$ cat src/logic/menu_pkg.sv
// Purpose: shared constants and types of the panel menu sequencer
// Assumes: 10 MHz clock, 12-bit currents in mA
// Notes:   register map is one aligned 32-bit word per register
package menu_pkg;
  localparam int CLK_HZ              = 10_000_000;
  localparam int IDLE_TIMEOUT_SEC    = 12;
  localparam int IDLE_TIMEOUT_CYCLES = IDLE_TIMEOUT_SEC * CLK_HZ;

  localparam logic [6:0]  TOL_MAX   = 7'h63;
  localparam logic [6:0]  TOL_RESET = 7'h0a;
  localparam logic [11:0] CUR_MAX   = 12'hfff;
  localparam logic [2:0]  ALARM_EN_RESET = 3'h7;

  localparam logic [1:0] IFACE_RS232 = 2'h0;
  localparam logic [1:0] IFACE_RS422 = 2'h1;
  localparam logic [1:0] IFACE_RS485 = 2'h2;
  localparam logic [1:0] AMP_LAST    = 2'h2;

  localparam logic [7:0] OFS_STATUS  = 8'h00;
  localparam logic [7:0] OFS_CONTROL = 8'h04;
  localparam logic [7:0] OFS_CONFIG  = 8'h08;
  localparam logic [7:0] OFS_AMP0    = 8'h0c;
  localparam logic [7:0] OFS_FIRST_AMPLIFIER    = 8'h10;
  localparam logic [7:0] OFS_SECOND_AMPLIFIER    = 8'h14;
  localparam logic [1:0] RESP_OKAY   = 2'h0;
  localparam logic [1:0] RESP_SLVERR = 2'h2;

  typedef enum logic [3:0] {
    NORMAL, M_MODE, M_CTRL, M_PRIO, WIN_PROMPT, WIN_IND,
    WIN_ACTUAL, WIN_MANUAL, WIN_TOL, M_IFACE, M_ADDR, SAVE
  } menu_state_type;

  typedef struct packed {
    logic execute;
    logic left;
    logic right;
    logic up;
    logic down;
  } switch_type;

  typedef struct packed {
    logic             switchover_mode;
    logic             remote;
    logic             priority2;
    logic [1:0]       iface;
    logic [7:0]       addr;
    logic [2:0][11:0] reference_current;
    logic [2:0][6:0]  tol;
  } settings_type;

  localparam settings_type SETTINGS_RESET = '{
    switchover_mode: 1'b0, remote: 1'b0, priority2: 1'b0,
    iface: IFACE_RS232, addr: 8'h00, reference_current: '0,
    tol: {3{TOL_RESET}}};

  // share of the reference allowed either way
  function automatic logic [11:0] deviation(input logic [11:0] ref_val,
                                            input logic [6:0]  pct);
    logic [18:0] prod;
    prod = ref_val * pct;
    return 12'(prod / 19'h64);
  endfunction

  // measured value outside [ref - dev, ref + dev]
  function automatic logic window_breach(input logic [11:0] ref_val,
                                         input logic [6:0]  pct,
                                         input logic [11:0] meas);
    logic [12:0] hi;
    logic [11:0] lo;
    logic [11:0] dev;
    dev = deviation(ref_val, pct);
    hi  = {1'b0, ref_val} + {1'b0, dev};
    lo  = ref_val - dev;
    return ({1'b0, meas} > hi) || (meas < lo);
  endfunction
endpackage

$ cat src/logic/front_panel_menu_current_alarm.sv
// Purpose: panel menu sequencer, current windows and alarms, AXI4-Lite regs
// Assumes: panel switches are debounced; measured currents are on clk
// Notes:   settings persist through an external store loaded after reset
`timescale 1ns/100ps

module front_panel_menu_current_alarm #(
  parameter int unsigned IDLE_LIMIT = menu_pkg::IDLE_TIMEOUT_CYCLES
) (
  input  wire logic                     clk,              // 10 MHz clock
  input  wire logic                     rst,              // async reset
  input  wire menu_pkg::switch_type     panel_switch,     // raw panel switches
  input  wire logic [2:0][11:0]         measured_current, // per amplifier
  input  wire menu_pkg::settings_type   nv_restore_data,  // stored settings
  output logic                          store_strobe,     // save pulse
  output menu_pkg::settings_type        store_data,       // data to store
  output menu_pkg::settings_type        active_settings,  // live settings
  output menu_pkg::menu_state_type      menu_screen,      // shown menu
  output logic [1:0]                    selected_amplifier, // menu amp
  output logic                          cursor_on_return, // cursor on R
  output logic                          choice_yes,       // Y/N choice
  output logic [11:0]                   disp_reference,   // shown reference
  output logic [11:0]                   disp_measured,    // shown measured
  output logic [2:0]                    alarm,            // window alarms
  output logic [7:0]                    multidrop_address, // RS485 address
  input  wire logic [7:0]               awaddr,           // write address
  input  wire logic                     awvalid,          // aw valid
  output logic                          awready,          // aw ready
  input  wire logic [31:0]              wdata,            // write data
  input  wire logic [3:0]               wstrb,            // byte enables
  input  wire logic                     wvalid,           // w valid
  output logic                          wready,           // w ready
  output logic [1:0]                    bresp,            // write response
  output logic                          bvalid,           // b valid
  input  wire logic                     bready,           // b ready
  input  wire logic [7:0]               araddr,           // read address
  input  wire logic                     arvalid,          // ar valid
  output logic                          arready,          // ar ready
  output logic [31:0]                   rdata,            // read data
  output logic [1:0]                    rresp,            // read response
  output logic                          rvalid,           // r valid
  input  wire logic                     rready            // r ready
);
  import menu_pkg::*;

  switch_type     sw_sync1_reg;
  switch_type     sw_sync2_reg;
  switch_type     sw_prev_reg;
  switch_type     evt;
  menu_state_type state_reg;
  logic [1:0]     amp_reg;
  logic           ret_reg;
  logic           yes_reg;
  settings_type   shadow_reg;
  settings_type   active_reg;
  logic           loaded_reg;
  logic [31:0]    idle_cnt_reg;
  logic [2:0]     alarm_reg;
  logic [2:0]     alarm_en_reg;
  logic           any_evt;
  logic           session;
  logic           in_menu;
  logic           timeout;
  logic           commit;
  logic           edit;
  logic           do_write;
  logic [11:0]    meas_sel;
  logic [11:0]    ref_sel;
  logic [6:0]     tol_sel;
  logic [31:0]    read_word;
  logic           read_ok;
  logic [7:0]     aw_hold_reg;
  logic [31:0]    w_hold_reg;
  logic [3:0]     strb_hold_reg;

  // two-stage synchroniser, edges taken from the second stage only
  always_ff @(posedge clk or posedge rst) begin
    if (rst) begin
      sw_sync1_reg <= '0;
      sw_sync2_reg <= '0;
      sw_prev_reg  <= '0;
    end else begin
      sw_sync1_reg <= panel_switch;
      sw_sync2_reg <= sw_sync1_reg;
      sw_prev_reg  <= sw_sync2_reg;
    end
  end

  // press events and session qualifiers
  assign evt      = sw_sync2_reg & ~sw_prev_reg;
  assign any_evt  = |evt;
  assign session  = (state_reg != NORMAL);
  assign in_menu  = session && (state_reg != SAVE);
  assign edit     = (evt.up || evt.down) && !evt.execute;
  assign commit   = (state_reg == SAVE) && evt.execute && yes_reg;
  assign meas_sel = measured_current[amp_reg];
  assign ref_sel  = shadow_reg.reference_current[amp_reg];
  assign tol_sel  = shadow_reg.tol[amp_reg];
  assign timeout  = session && !any_evt &&
                    (idle_cnt_reg == 32'(IDLE_LIMIT - 1));

  // idle counter restarts on every press; kept wide so long limits fit
  always_ff @(posedge clk or posedge rst) begin
    if (rst) begin
      idle_cnt_reg <= '0;
    end else if (!session || any_evt) begin
      idle_cnt_reg <= '0;
    end else begin
      idle_cnt_reg <= idle_cnt_reg + 32'h1;
    end
  end

  // menu sequencer: screen, amplifier, cursor and Y/N choice
  always_ff @(posedge clk or posedge rst) begin
    if (rst) begin
      state_reg <= NORMAL;
      amp_reg   <= 2'h0;
      ret_reg   <= 1'b0;
      yes_reg   <= 1'b0;
    end else if (timeout) begin
      state_reg <= NORMAL;
      ret_reg   <= 1'b0;
    end else if (evt.execute) begin
      ret_reg <= 1'b0;
      if (ret_reg && in_menu) begin
        state_reg <= SAVE;
        yes_reg   <= 1'b1;
      end else begin
        case (state_reg)
          NORMAL:  state_reg <= M_MODE;
          M_MODE:  state_reg <= M_CTRL;
          M_CTRL:  state_reg <= M_PRIO;
          M_PRIO: begin
            state_reg <= WIN_PROMPT;
            amp_reg   <= 2'h0;
            yes_reg   <= 1'b0;
          end
          WIN_PROMPT: begin
            if (yes_reg) begin
              state_reg <= WIN_IND;
            end else if (amp_reg == AMP_LAST) begin
              state_reg <= M_IFACE;
            end else begin
              amp_reg <= amp_reg + 2'h1;
            end
          end
          WIN_IND: begin
            state_reg <= WIN_ACTUAL;
            yes_reg   <= 1'b1;
          end
          WIN_ACTUAL: state_reg <= yes_reg ? WIN_TOL : WIN_MANUAL;
          WIN_MANUAL: state_reg <= WIN_TOL;
          WIN_TOL: begin
            yes_reg <= 1'b0;
            if (amp_reg == AMP_LAST) begin
              state_reg <= M_IFACE;
            end else begin
              amp_reg   <= amp_reg + 2'h1;
              state_reg <= WIN_PROMPT;
            end
          end
          M_IFACE: state_reg <= M_ADDR;
          M_ADDR: begin
            state_reg <= SAVE;
            yes_reg   <= 1'b1;
          end
          SAVE:    state_reg <= NORMAL;
          default: state_reg <= NORMAL;
        endcase
      end
    end else begin
      // cursor: right parks it on the return marker, left leaves it
      if (evt.right && in_menu) begin
        ret_reg <= 1'b1;
      end else if (evt.left) begin
        ret_reg <= 1'b0;
      end
      if (edit && (state_reg == WIN_PROMPT || state_reg == WIN_ACTUAL ||
                   state_reg == SAVE)) begin
        yes_reg <= ~yes_reg;
      end
    end
  end

  // shadow copy of edits; reloaded from live settings at session start
  always_ff @(posedge clk or posedge rst) begin
    if (rst) begin
      shadow_reg <= SETTINGS_RESET;
    end else if (evt.execute && state_reg == NORMAL) begin
      shadow_reg <= active_reg;
    end else if (evt.execute && state_reg == WIN_ACTUAL && yes_reg &&
                 !ret_reg && !timeout) begin
      shadow_reg.reference_current[amp_reg] <= meas_sel;
    end else if (edit && !timeout) begin
      case (state_reg)
        M_MODE: shadow_reg.switchover_mode <= ~shadow_reg.switchover_mode;
        M_CTRL: shadow_reg.remote    <= ~shadow_reg.remote;
        M_PRIO: shadow_reg.priority2 <= ~shadow_reg.priority2;
        WIN_MANUAL: begin
          if (evt.up && ref_sel != CUR_MAX) begin
            shadow_reg.reference_current[amp_reg] <= ref_sel + 12'h1;
          end else if (!evt.up && ref_sel != 12'h000) begin
            shadow_reg.reference_current[amp_reg] <= ref_sel - 12'h1;
          end
        end
        // tolerance up/down, held within 0..99 percent
        WIN_TOL: begin
          if (evt.up && tol_sel < TOL_MAX) begin
            shadow_reg.tol[amp_reg] <= tol_sel + 7'h1;
          end else if (!evt.up && tol_sel != 7'h00) begin
            shadow_reg.tol[amp_reg] <= tol_sel - 7'h1;
          end
        end
        M_IFACE: begin
          if (evt.up) begin
            shadow_reg.iface <= (shadow_reg.iface == IFACE_RS485) ?
                                IFACE_RS232 : shadow_reg.iface + 2'h1;
          end else begin
            shadow_reg.iface <= (shadow_reg.iface == IFACE_RS232) ?
                                IFACE_RS485 : shadow_reg.iface - 2'h1;
          end
        end
        M_ADDR: begin
          if (evt.up) begin
            shadow_reg.addr <= shadow_reg.addr + 8'h1;
          end else begin
            shadow_reg.addr <= shadow_reg.addr - 8'h1;
          end
        end
        default: shadow_reg <= shadow_reg;
      endcase
    end
  end

  // live settings: restored once after reset, then only a confirmed save
  always_ff @(posedge clk or posedge rst) begin
    if (rst) begin
      active_reg   <= SETTINGS_RESET;
      loaded_reg   <= 1'b0;
      store_strobe <= 1'b0;
      store_data   <= SETTINGS_RESET;
    end else begin
      store_strobe <= 1'b0;
      if (!loaded_reg) begin
        active_reg <= nv_restore_data;
        loaded_reg <= 1'b1;
      end else if (commit) begin
        // commit, a no simply leaves live settings untouched
        active_reg   <= shadow_reg;
        store_strobe <= 1'b1;
        store_data   <= shadow_reg;
      end
    end
  end

  // alarms from live settings; the window is the reference plus or minus tol percent of it
  always_ff @(posedge clk or posedge rst) begin
    if (rst) begin
      alarm_reg <= 3'h0;
    end else begin
      for (int i = 0; i < 3; i++) begin
        alarm_reg[i] <= alarm_en_reg[i] &&
          window_breach(active_reg.reference_current[i],
                        active_reg.tol[i], measured_current[i]);
      end
    end
  end

  // display and status outputs, all registered
  always_ff @(posedge clk or posedge rst) begin
    if (rst) begin
      disp_reference    <= 12'h000;
      disp_measured     <= 12'h000;
      multidrop_address <= 8'h00;
    end else begin
      disp_reference <= ref_sel;
      disp_measured  <= meas_sel;
      multidrop_address <= (active_reg.iface == IFACE_RS485) ?
                           active_reg.addr : 8'h00;
    end
  end

  assign active_settings    = active_reg;
  assign menu_screen        = state_reg;
  assign selected_amplifier = amp_reg;
  assign cursor_on_return   = ret_reg;
  assign choice_yes         = yes_reg;
  assign alarm              = alarm_reg;

  // write channel: address and data taken in either order
  assign do_write = !awready && !wready && !bvalid;
  always_ff @(posedge clk or posedge rst) begin
    if (rst) begin
      awready <= 1'b1;
      wready  <= 1'b1;
      bvalid  <= 1'b0;
      bresp   <= RESP_OKAY;
    end else begin
      if (awvalid && awready) begin
        awready <= 1'b0;
      end
      if (wvalid && wready) begin
        wready <= 1'b0;
      end
      if (do_write) begin
        bvalid <= 1'b1;
        bresp  <= addr_ok(aw_hold_reg) ? RESP_OKAY : RESP_SLVERR;
      end
      if (bvalid && bready) begin
        bvalid  <= 1'b0;
        awready <= 1'b1;
        wready  <= 1'b1;
      end
    end
  end

  // payload holding and the one writable register
  always_ff @(posedge clk or posedge rst) begin
    if (rst) begin
      aw_hold_reg   <= 8'h00;
      w_hold_reg    <= 32'h0;
      strb_hold_reg <= 4'h0;
      alarm_en_reg  <= ALARM_EN_RESET;
    end else begin
      if (awvalid && awready) begin
        aw_hold_reg <= awaddr;
      end
      if (wvalid && wready) begin
        w_hold_reg    <= wdata;
        strb_hold_reg <= wstrb;
      end
      if (do_write && aw_hold_reg == OFS_CONTROL && strb_hold_reg[0]) begin
        alarm_en_reg <= w_hold_reg[2:0];
      end
    end
  end

  function automatic logic addr_ok(input logic [7:0] a);
    return a == OFS_STATUS || a == OFS_CONTROL || a == OFS_CONFIG ||
           a == OFS_AMP0 || a == OFS_FIRST_AMPLIFIER || a == OFS_SECOND_AMPLIFIER;
  endfunction

  // read mux; unmapped words read zero with SLVERR
  always_comb begin
    read_word = 32'h0;
    read_ok   = addr_ok(araddr);
    case (araddr)
      OFS_STATUS:  read_word = {20'h0, session, alarm_reg, yes_reg,
                                ret_reg, amp_reg, state_reg};
      OFS_CONTROL: read_word = {29'h0, alarm_en_reg};
      OFS_CONFIG:  read_word = {15'h0, active_reg.iface == IFACE_RS485,
                                active_reg.addr, 2'h0, active_reg.iface,
                                1'b0, active_reg.priority2, active_reg.remote,
                                active_reg.switchover_mode};
      OFS_AMP0:    read_word = {9'h0, active_reg.tol[0], 4'h0,
                                active_reg.reference_current[0]};
      OFS_FIRST_AMPLIFIER:    read_word = {9'h0, active_reg.tol[1], 4'h0,
                                active_reg.reference_current[1]};
      OFS_SECOND_AMPLIFIER:    read_word = {9'h0, active_reg.tol[2], 4'h0,
                                active_reg.reference_current[2]};
      default:     read_word = 32'h0;
    endcase
  end

  // read channel, one read under way at a time
  always_ff @(posedge clk or posedge rst) begin
    if (rst) begin
      arready <= 1'b1;
      rvalid  <= 1'b0;
      rdata   <= 32'h0;
      rresp   <= RESP_OKAY;
    end else if (arvalid && arready) begin
      arready <= 1'b0;
      rvalid  <= 1'b1;
      rdata   <= read_word;
      rresp   <= read_ok ? RESP_OKAY : RESP_SLVERR;
    end else if (rvalid && rready) begin
      rvalid  <= 1'b0;
      arready <= 1'b1;
    end
  end
endmodule

$ cat config.mk
export PLATFORM = sky130hd
export DESIGN_NAME = front_panel_menu_current_alarm
export DESIGN_NICKNAME = d
export VERILOG_FILES = /design/src/logic/menu_pkg.sv /design/src/logic/front_panel_menu_current_alarm.sv
export SDC_FILE = /design/constraint.sdc
export NUM_CORES = 2
export LEC_CHECK = 0
export ABC_AREA = 1
export BUFFER_PORTS_ARGS = -buffer_cell sky130_fd_sc_hd__buf_2
export CAP_MARGIN = 10
export CORE_AREA = 2 2 344 346
export CTS_CLUSTER_DIAMETER = 60
export CTS_CLUSTER_SIZE = 30
export DETAILED_ROUTE_END_ITERATION = 10
export DIE_AREA = 0 0 346 348
export GPL_TIMING_DRIVEN = 0
export REMOVE_ABC_BUFFERS = 1
export SLEW_MARGIN = 30
export SYNTH_ARGS = -nofsm -noshare
export SYNTH_HDL_FRONTEND = slang
export SYNTH_SLANG_ARGS = --single-unit
$ cat constraint.sdc
create_clock -name clk -period 27.2 [get_ports clk]
set_clock_uncertainty 0.05 [all_clocks]
set_input_delay 1.36 -clock clk [delete_from_list [all_inputs] [get_ports clk]]
set_output_delay 1.36 -clock clk [all_outputs]
set_load 0.02 [all_outputs]
== Yosys cells after proc, flatten, opt, wreduce, memory -nomap -nowiden ==
Index checks and enable logic that the tools add are counted.
W data, S select, Z words.

* $add $sub $neg: 16
* $mul: 3
* Divide/modulo/power cells: 3
* Order comparisons: 9
* Eq/ne operators: 32
* Multiplexer cells: 73
* Bitwise logic cells: 8
* Reduce and logical (&&, ||, !) cells: 98

{| class="wikitable"
|+ Operators by type and width
! kind !! count
|-
| $mux W70 || 4
|-
| $mux W36 || 4
|-
| $pmux W23 S6 || 1
|-
| $bwmux W36 || 3
|-
| $mux W21 || 4
|-
| $div A19 B7 Y19 const B || 3
|-
| $mul A12 B7 Y19 || 3
|-
| $bmux W12 S2 || 2
|-
| $pmux W4 S11 || 1
|-
| $bwmux W21 || 2
|-
| $add A12 B12 Y13 || 3
|-
| $gt A12 B13 Y1 || 3
|-
| $lt A12 B12 Y1 || 3
|-
| $mux W12 || 3
|-
| $sub A12 B12 Y12 || 3
|-
| $add A32 B1 Y32 const B || 1
|-
| $eq A32 B27 Y1 const B || 1
|-
| $eq A8 B4 Y1 const B || 4
|-
| $eq A8 B5 Y1 const B || 4
|-
| $logic_and A1 B1 Y1 || 32
|-
| $mux W32 || 1
|-
| $mux W4 || 7
|-
| $reduce_bool A2 Y1 || 13
|-
| $demux W12 S2 || 1
|-
| 50 further kinds || 136
|}

* Bits in registers: 358
* Input port bits: 170
* Output and inout bits: 225
* Word-level logic and storage cells: 313

== Logic depth before layout (Yosys ltp) ==
* Depth after elaboration: 11
* Mapped depth: 109
* Gate-level depth less buffers: 108

== Least setup slack after synthesis ==
No wires, ideal clock.

* Path kind: register to register
* From: register active_reg, in the netlist active_settings[3]
* To: register alarm_reg[0] (netlist: alarm[0])
* Setup time: 0.077 ns
* Arrival time: 11.618 ns
* Data required time: 27.073 ns
* Slack: 15.454 ns
* Cell stages (with the launch flop): 90
* Path buffers: 1
* Period minus slack after synthesis: 11.746 ns
* Cell sequence: dfstp_2 -> clkbuf_1 -> nand2_1 -> fa_1 -> fa_1 -> inv_1 -> fa_1 -> inv_1 -> fa_1 -> inv_1 -> ha_1 -> nand2_1 -> nand2_1 -> a21oi_2 -> nor2_1 -> nor2_2 -> nand2_1 -> nand2_1 -> (+54 left out) -> ha_1 -> inv_1 -> fa_1 -> o31ai_1 -> a21oi_1 -> o21ai_0 -> xor2_1 -> ha_1 -> nand2_1 -> or2_2 -> a21boi_0 -> o21a_1 -> o21ai_0 -> a21boi_0 -> o21ai_0 -> nor2_1 -> nand2_1 -> a21oi_1

* Cells in the longest elaborated chain, start to end: 6
* Elaborated cells between the ends (all ways): 8
* Those cells by class: 2 x add/sub; 1 x mul; 1 x div; 2 x order compare; 2 x reduce/logical

{| class="wikitable"
|+ RTL lines
! element !! line !! source
|-
| from (decl) || front_panel_menu_current_alarm.sv:54 || <nowiki>settings_type active_reg;</nowiki>
|-
| from (signal assigned) || front_panel_menu_current_alarm.sv:244 || <nowiki>active_reg <= nv_restore_data;</nowiki>
|-
| from (signal assigned) || front_panel_menu_current_alarm.sv:248 || <nowiki>active_reg <= shadow_reg;</nowiki>
|-
| $mul A12 B7 Y19 (*) || menu_pkg.sv:60 || <nowiki>prod = ref_val * pct;</nowiki>
|-
| $div A19 B7 Y19 (*) || menu_pkg.sv:61 || <nowiki>return 12'(prod / 19'h64);</nowiki>
|-
| $add A12 B12 Y13 / $sub A12 B12 Y12 (equally long branches) || menu_pkg.sv:72, menu_pkg.sv:73 ||
|-
| $gt A12 B13 Y1 / $lt A12 B12 Y1 (equally long branches) || menu_pkg.sv:74 || <nowiki>return ({1'b0, meas} > hi) || (meas < lo);</nowiki>
|-
| $logic_or A1 B1 Y1 (*) || menu_pkg.sv:74 ||
|-
| $logic_and A1 B1 Y1 (*) || front_panel_menu_current_alarm.sv:261 || <nowiki>alarm_reg[i] <= alarm_en_reg[i] &&</nowiki>
|-
| to (signal, indexed assignment) || front_panel_menu_current_alarm.sv:261 ||
|-
| to (decl) || front_panel_menu_current_alarm.sv:57 || <nowiki>logic [2:0] alarm_reg;</nowiki>
|}

Every way passes the cells marked *; elsewhere a longest branch is shown, timed or not.
A chain may end at the register's enable or synchronous reset.

== Final worst setup path ==
* From: register active_reg, in the netlist active_settings[5]
* To: register alarm_reg[0] (netlist: alarm[0])

The elaborated chain is that of the path after synthesis.

==> metrics <==
largest stage delay on the critical path 990 ps; CTS Hold Buffers Added 0; Mapped Area 34900 sq um; CP Capture Type register; hpwl dp 99700 microns; fin crit share 52.3%; Root Driver clkbuf_16; Initial Util 29.8%; CTS resizes 0; clock slew at reported path FFs 80 ps; share of cells above drive strength 1 15.1%; Layout area overhead 15.3%; CP bufs+invs 5; Post-synth EDFFs 0; number of clock sinks 347; Yosys warning count 0; critical path launch point type register; Yosys top cell area share 23.2%; CTS tree done; crit path kind register to register; Synth area leader dfrtp_1; pin count of the biggest net entering global routing 102; DR WL/cell 18.3 microns; Hold Path Class register to register; MaxCap Viol Count 0; core area 117000 sq um; Final setup viols 0; total number of vias 33714; Ports 395; Synth async-reset ratio 100%; clock network latency to the later pin of the worst-skew pair 660 ps; Port Buffers 351; most used cell along the critical path nand2_1; Total GRT Usage 20.6%; sequential area share after synthesis 25.0%; register bit total from synthesis 347; Reg area 8720 sq um; DRC viols 0; Slew HR 28.8%; Die Footprint 120000 sq um; die span in x 346 microns; Final min period 14220 ps; vias per std cell 4.93; commonest cells in the netlist nand2_1, inv_1, dfrtp_1; Multi-input gate area 22300 sq um; fmax 70.3 MHz; Final Non-Filler Cells 6835; Pins Over Slew Limit 0; Remaining Overflow, GRT 0; final wirelength 125000 microns; status complete, no violations; Mapped Cells 4980; final hold viol count 0; Avg Inst Size Synth 7.00 sq um; RePlAce Congestion 0.936; vias in the first global route 32638; Inserted Clock Buffers 45; final-layout fill cell count 12580; cell family with most CP delay simple AND/OR/NAND/NOR gates; FP Rows 126; Cell Count Post-Placement 6749; final-stage net count 5851; first-pass GRT wire length 192000 microns; Clock Tree Buf Depth 3; ranking of synthesized cells by area dfrtp_1, nand2_1, ha_1; H-Tree Depth 2; Crit path required time 27630 ps; Setup Fix Bufs, Post-CTS 0; worst slew pin tran 1070 ps; DRT Pass-1 Iters 6; Top FF cell, synth dfrtp_1; initial antenna violation count 16; Post-DRT Antenna Nets 0; Worst EP arrival 14640 ps; Critical Path Fanout Max 16; RSZ-0062 raised after global routing no; Synth cell types 63; post-layout util 34.4%; Vert. Die Dim 348 microns; setup TNS 0 ps; DR iter-0 viols 2493; Crit-path slowest cell dfrtp_1; count leader, synth nand2_1
[final timing paths]
| kind | from | endpoint | slack (ps) | depth (start not counted) |
|---|---|---|---|---|
| min reg2reg | sw_sync1_reg[2]$_DFF_PP0_ | sw_sync2_reg[2]$_DFF_PP0_ | 300 | 0 |
| max | active_settings[5]$_DFFE_PP0P_ | alarm[0]$_DFF_PP0_ | 12980 | 87 |
| max reg2reg | active_settings[5]$_DFFE_PP0P_ | alarm[0]$_DFF_PP0_ | 12980 | 87 |
| min | sw_sync1_reg[2]$_DFF_PP0_ | sw_sync2_reg[2]$_DFF_PP0_ | 300 | 0 |
| min in group asynchronous | rst | multidrop_address[0]$_DFF_PP0_ | 640 | 2 |
| max in group asynchronous | rst | alarm_en_reg[2]$_DFFE_PP1P_ | 25170 | 4 |
[layout by cell type (no fill, tap or decap), types with 10 or more instances in the layout]
cell / netlist / routed
a21o_1: 11 / 11
a21oi_1: 198 / 197
a22oi_1: 27 / 27
a32oi_1: 23 / 23
buf_16: 0 / 14
buf_2: 1 / 352
clkbuf_16: 0 / 45
conb_1: 2 / 12
dfrtp_1: 323 / 319
dfstp_2: 24 / 24
fa_1: 154 / 154
ha_1: 267 / 267
inv_1: 840 / 835
inv_2: 40 / 43
nand2_1: 1391 / 1389
nand2_2: 108 / 109
nand2_4: 31 / 32
nand3_1: 309 / 309
nand3_2: 19 / 19
nand4_1: 68 / 68
nand4_2: 14 / 14
nor2_1: 271 / 265
nor2_2: 22 / 25
nor2_4: 8 / 11
nor3_1: 46 / 44
nor4_1: 13 / 12
o211ai_1: 11 / 11
o21a_1: 25 / 25
o21ai_0: 242 / 242
o21ai_1: 14 / 14
o21bai_1: 22 / 22
o22ai_1: 23 / 23
o31ai_1: 10 / 10
or2_2: 40 / 40
xnor2_1: 28 / 28
xor2_1: 103 / 103
[worst reg2reg max path: cells and delay by family (launching register included)]
kind | cells | cell delay [ps]
AO/OA/AOI/OAI | 10 | 2270
XOR/XNOR | 1 | 110
adder cells (fa/ha/maj) | 8 | 3380
buffers and inverters | 5 | 250
flip-flops | 1 | 990
AND/OR/NAND/NOR | 63 | 6990
[stage by stage]
step / area (sq um) / setup WS, ps / hold slack (ps)
global placement: 38000 / 11350 / 284
floorplan: 34300 / 15600 / 281
global route: 40200 / 11610 / 316
detailed placement: 38500 / 13010 / 287
finish: 40200 / 12980 / 299
CTS: 40200 / 12970 / 302
[metal layers]
metal  global-route usage, %  wire length (microns)  vias up
li1                        -                      -    16309
met1                    26.7                  54100    16070
met2                    33.4                  56000     1101
met3                    3.57                   8790      228
met4                    9.12                   6230        6
met5                       0                     38        -
[cell families (layout without fill, tap and decap cells)]
kind of cell               after synthesis  in the layout  share of synthesized area (%)
adders and majority gates              421            421                           18.4
buffers and inverters                 1034           1341                           11.2
DFF                                    347            347                           25.0
other                                    2             14                         0.0215
muxes                                    7              7                          0.226
AOI/OAI and AO/OA                      669            669                           11.3
xor gates and xnor gates               132            132                           3.34
and+or+nand+nor                       2368           2368                           30.5
[cell type report]
type                            instances  area share [%]
Antenna cell                            2          0.0124
Inverter                              886            8.31
Multi-Input combinational cell       3609            55.6
Timing Repair Buffer                  371            5.47
Clock buffer                           51            2.93
Sequential cell                       347            21.7
Clock inverter                         33            1.26
Tap cell                             1536            4.78
Power is not shown: default switching activity piles up to over one toggle a cycle in this logic, so the estimate is an artifact.
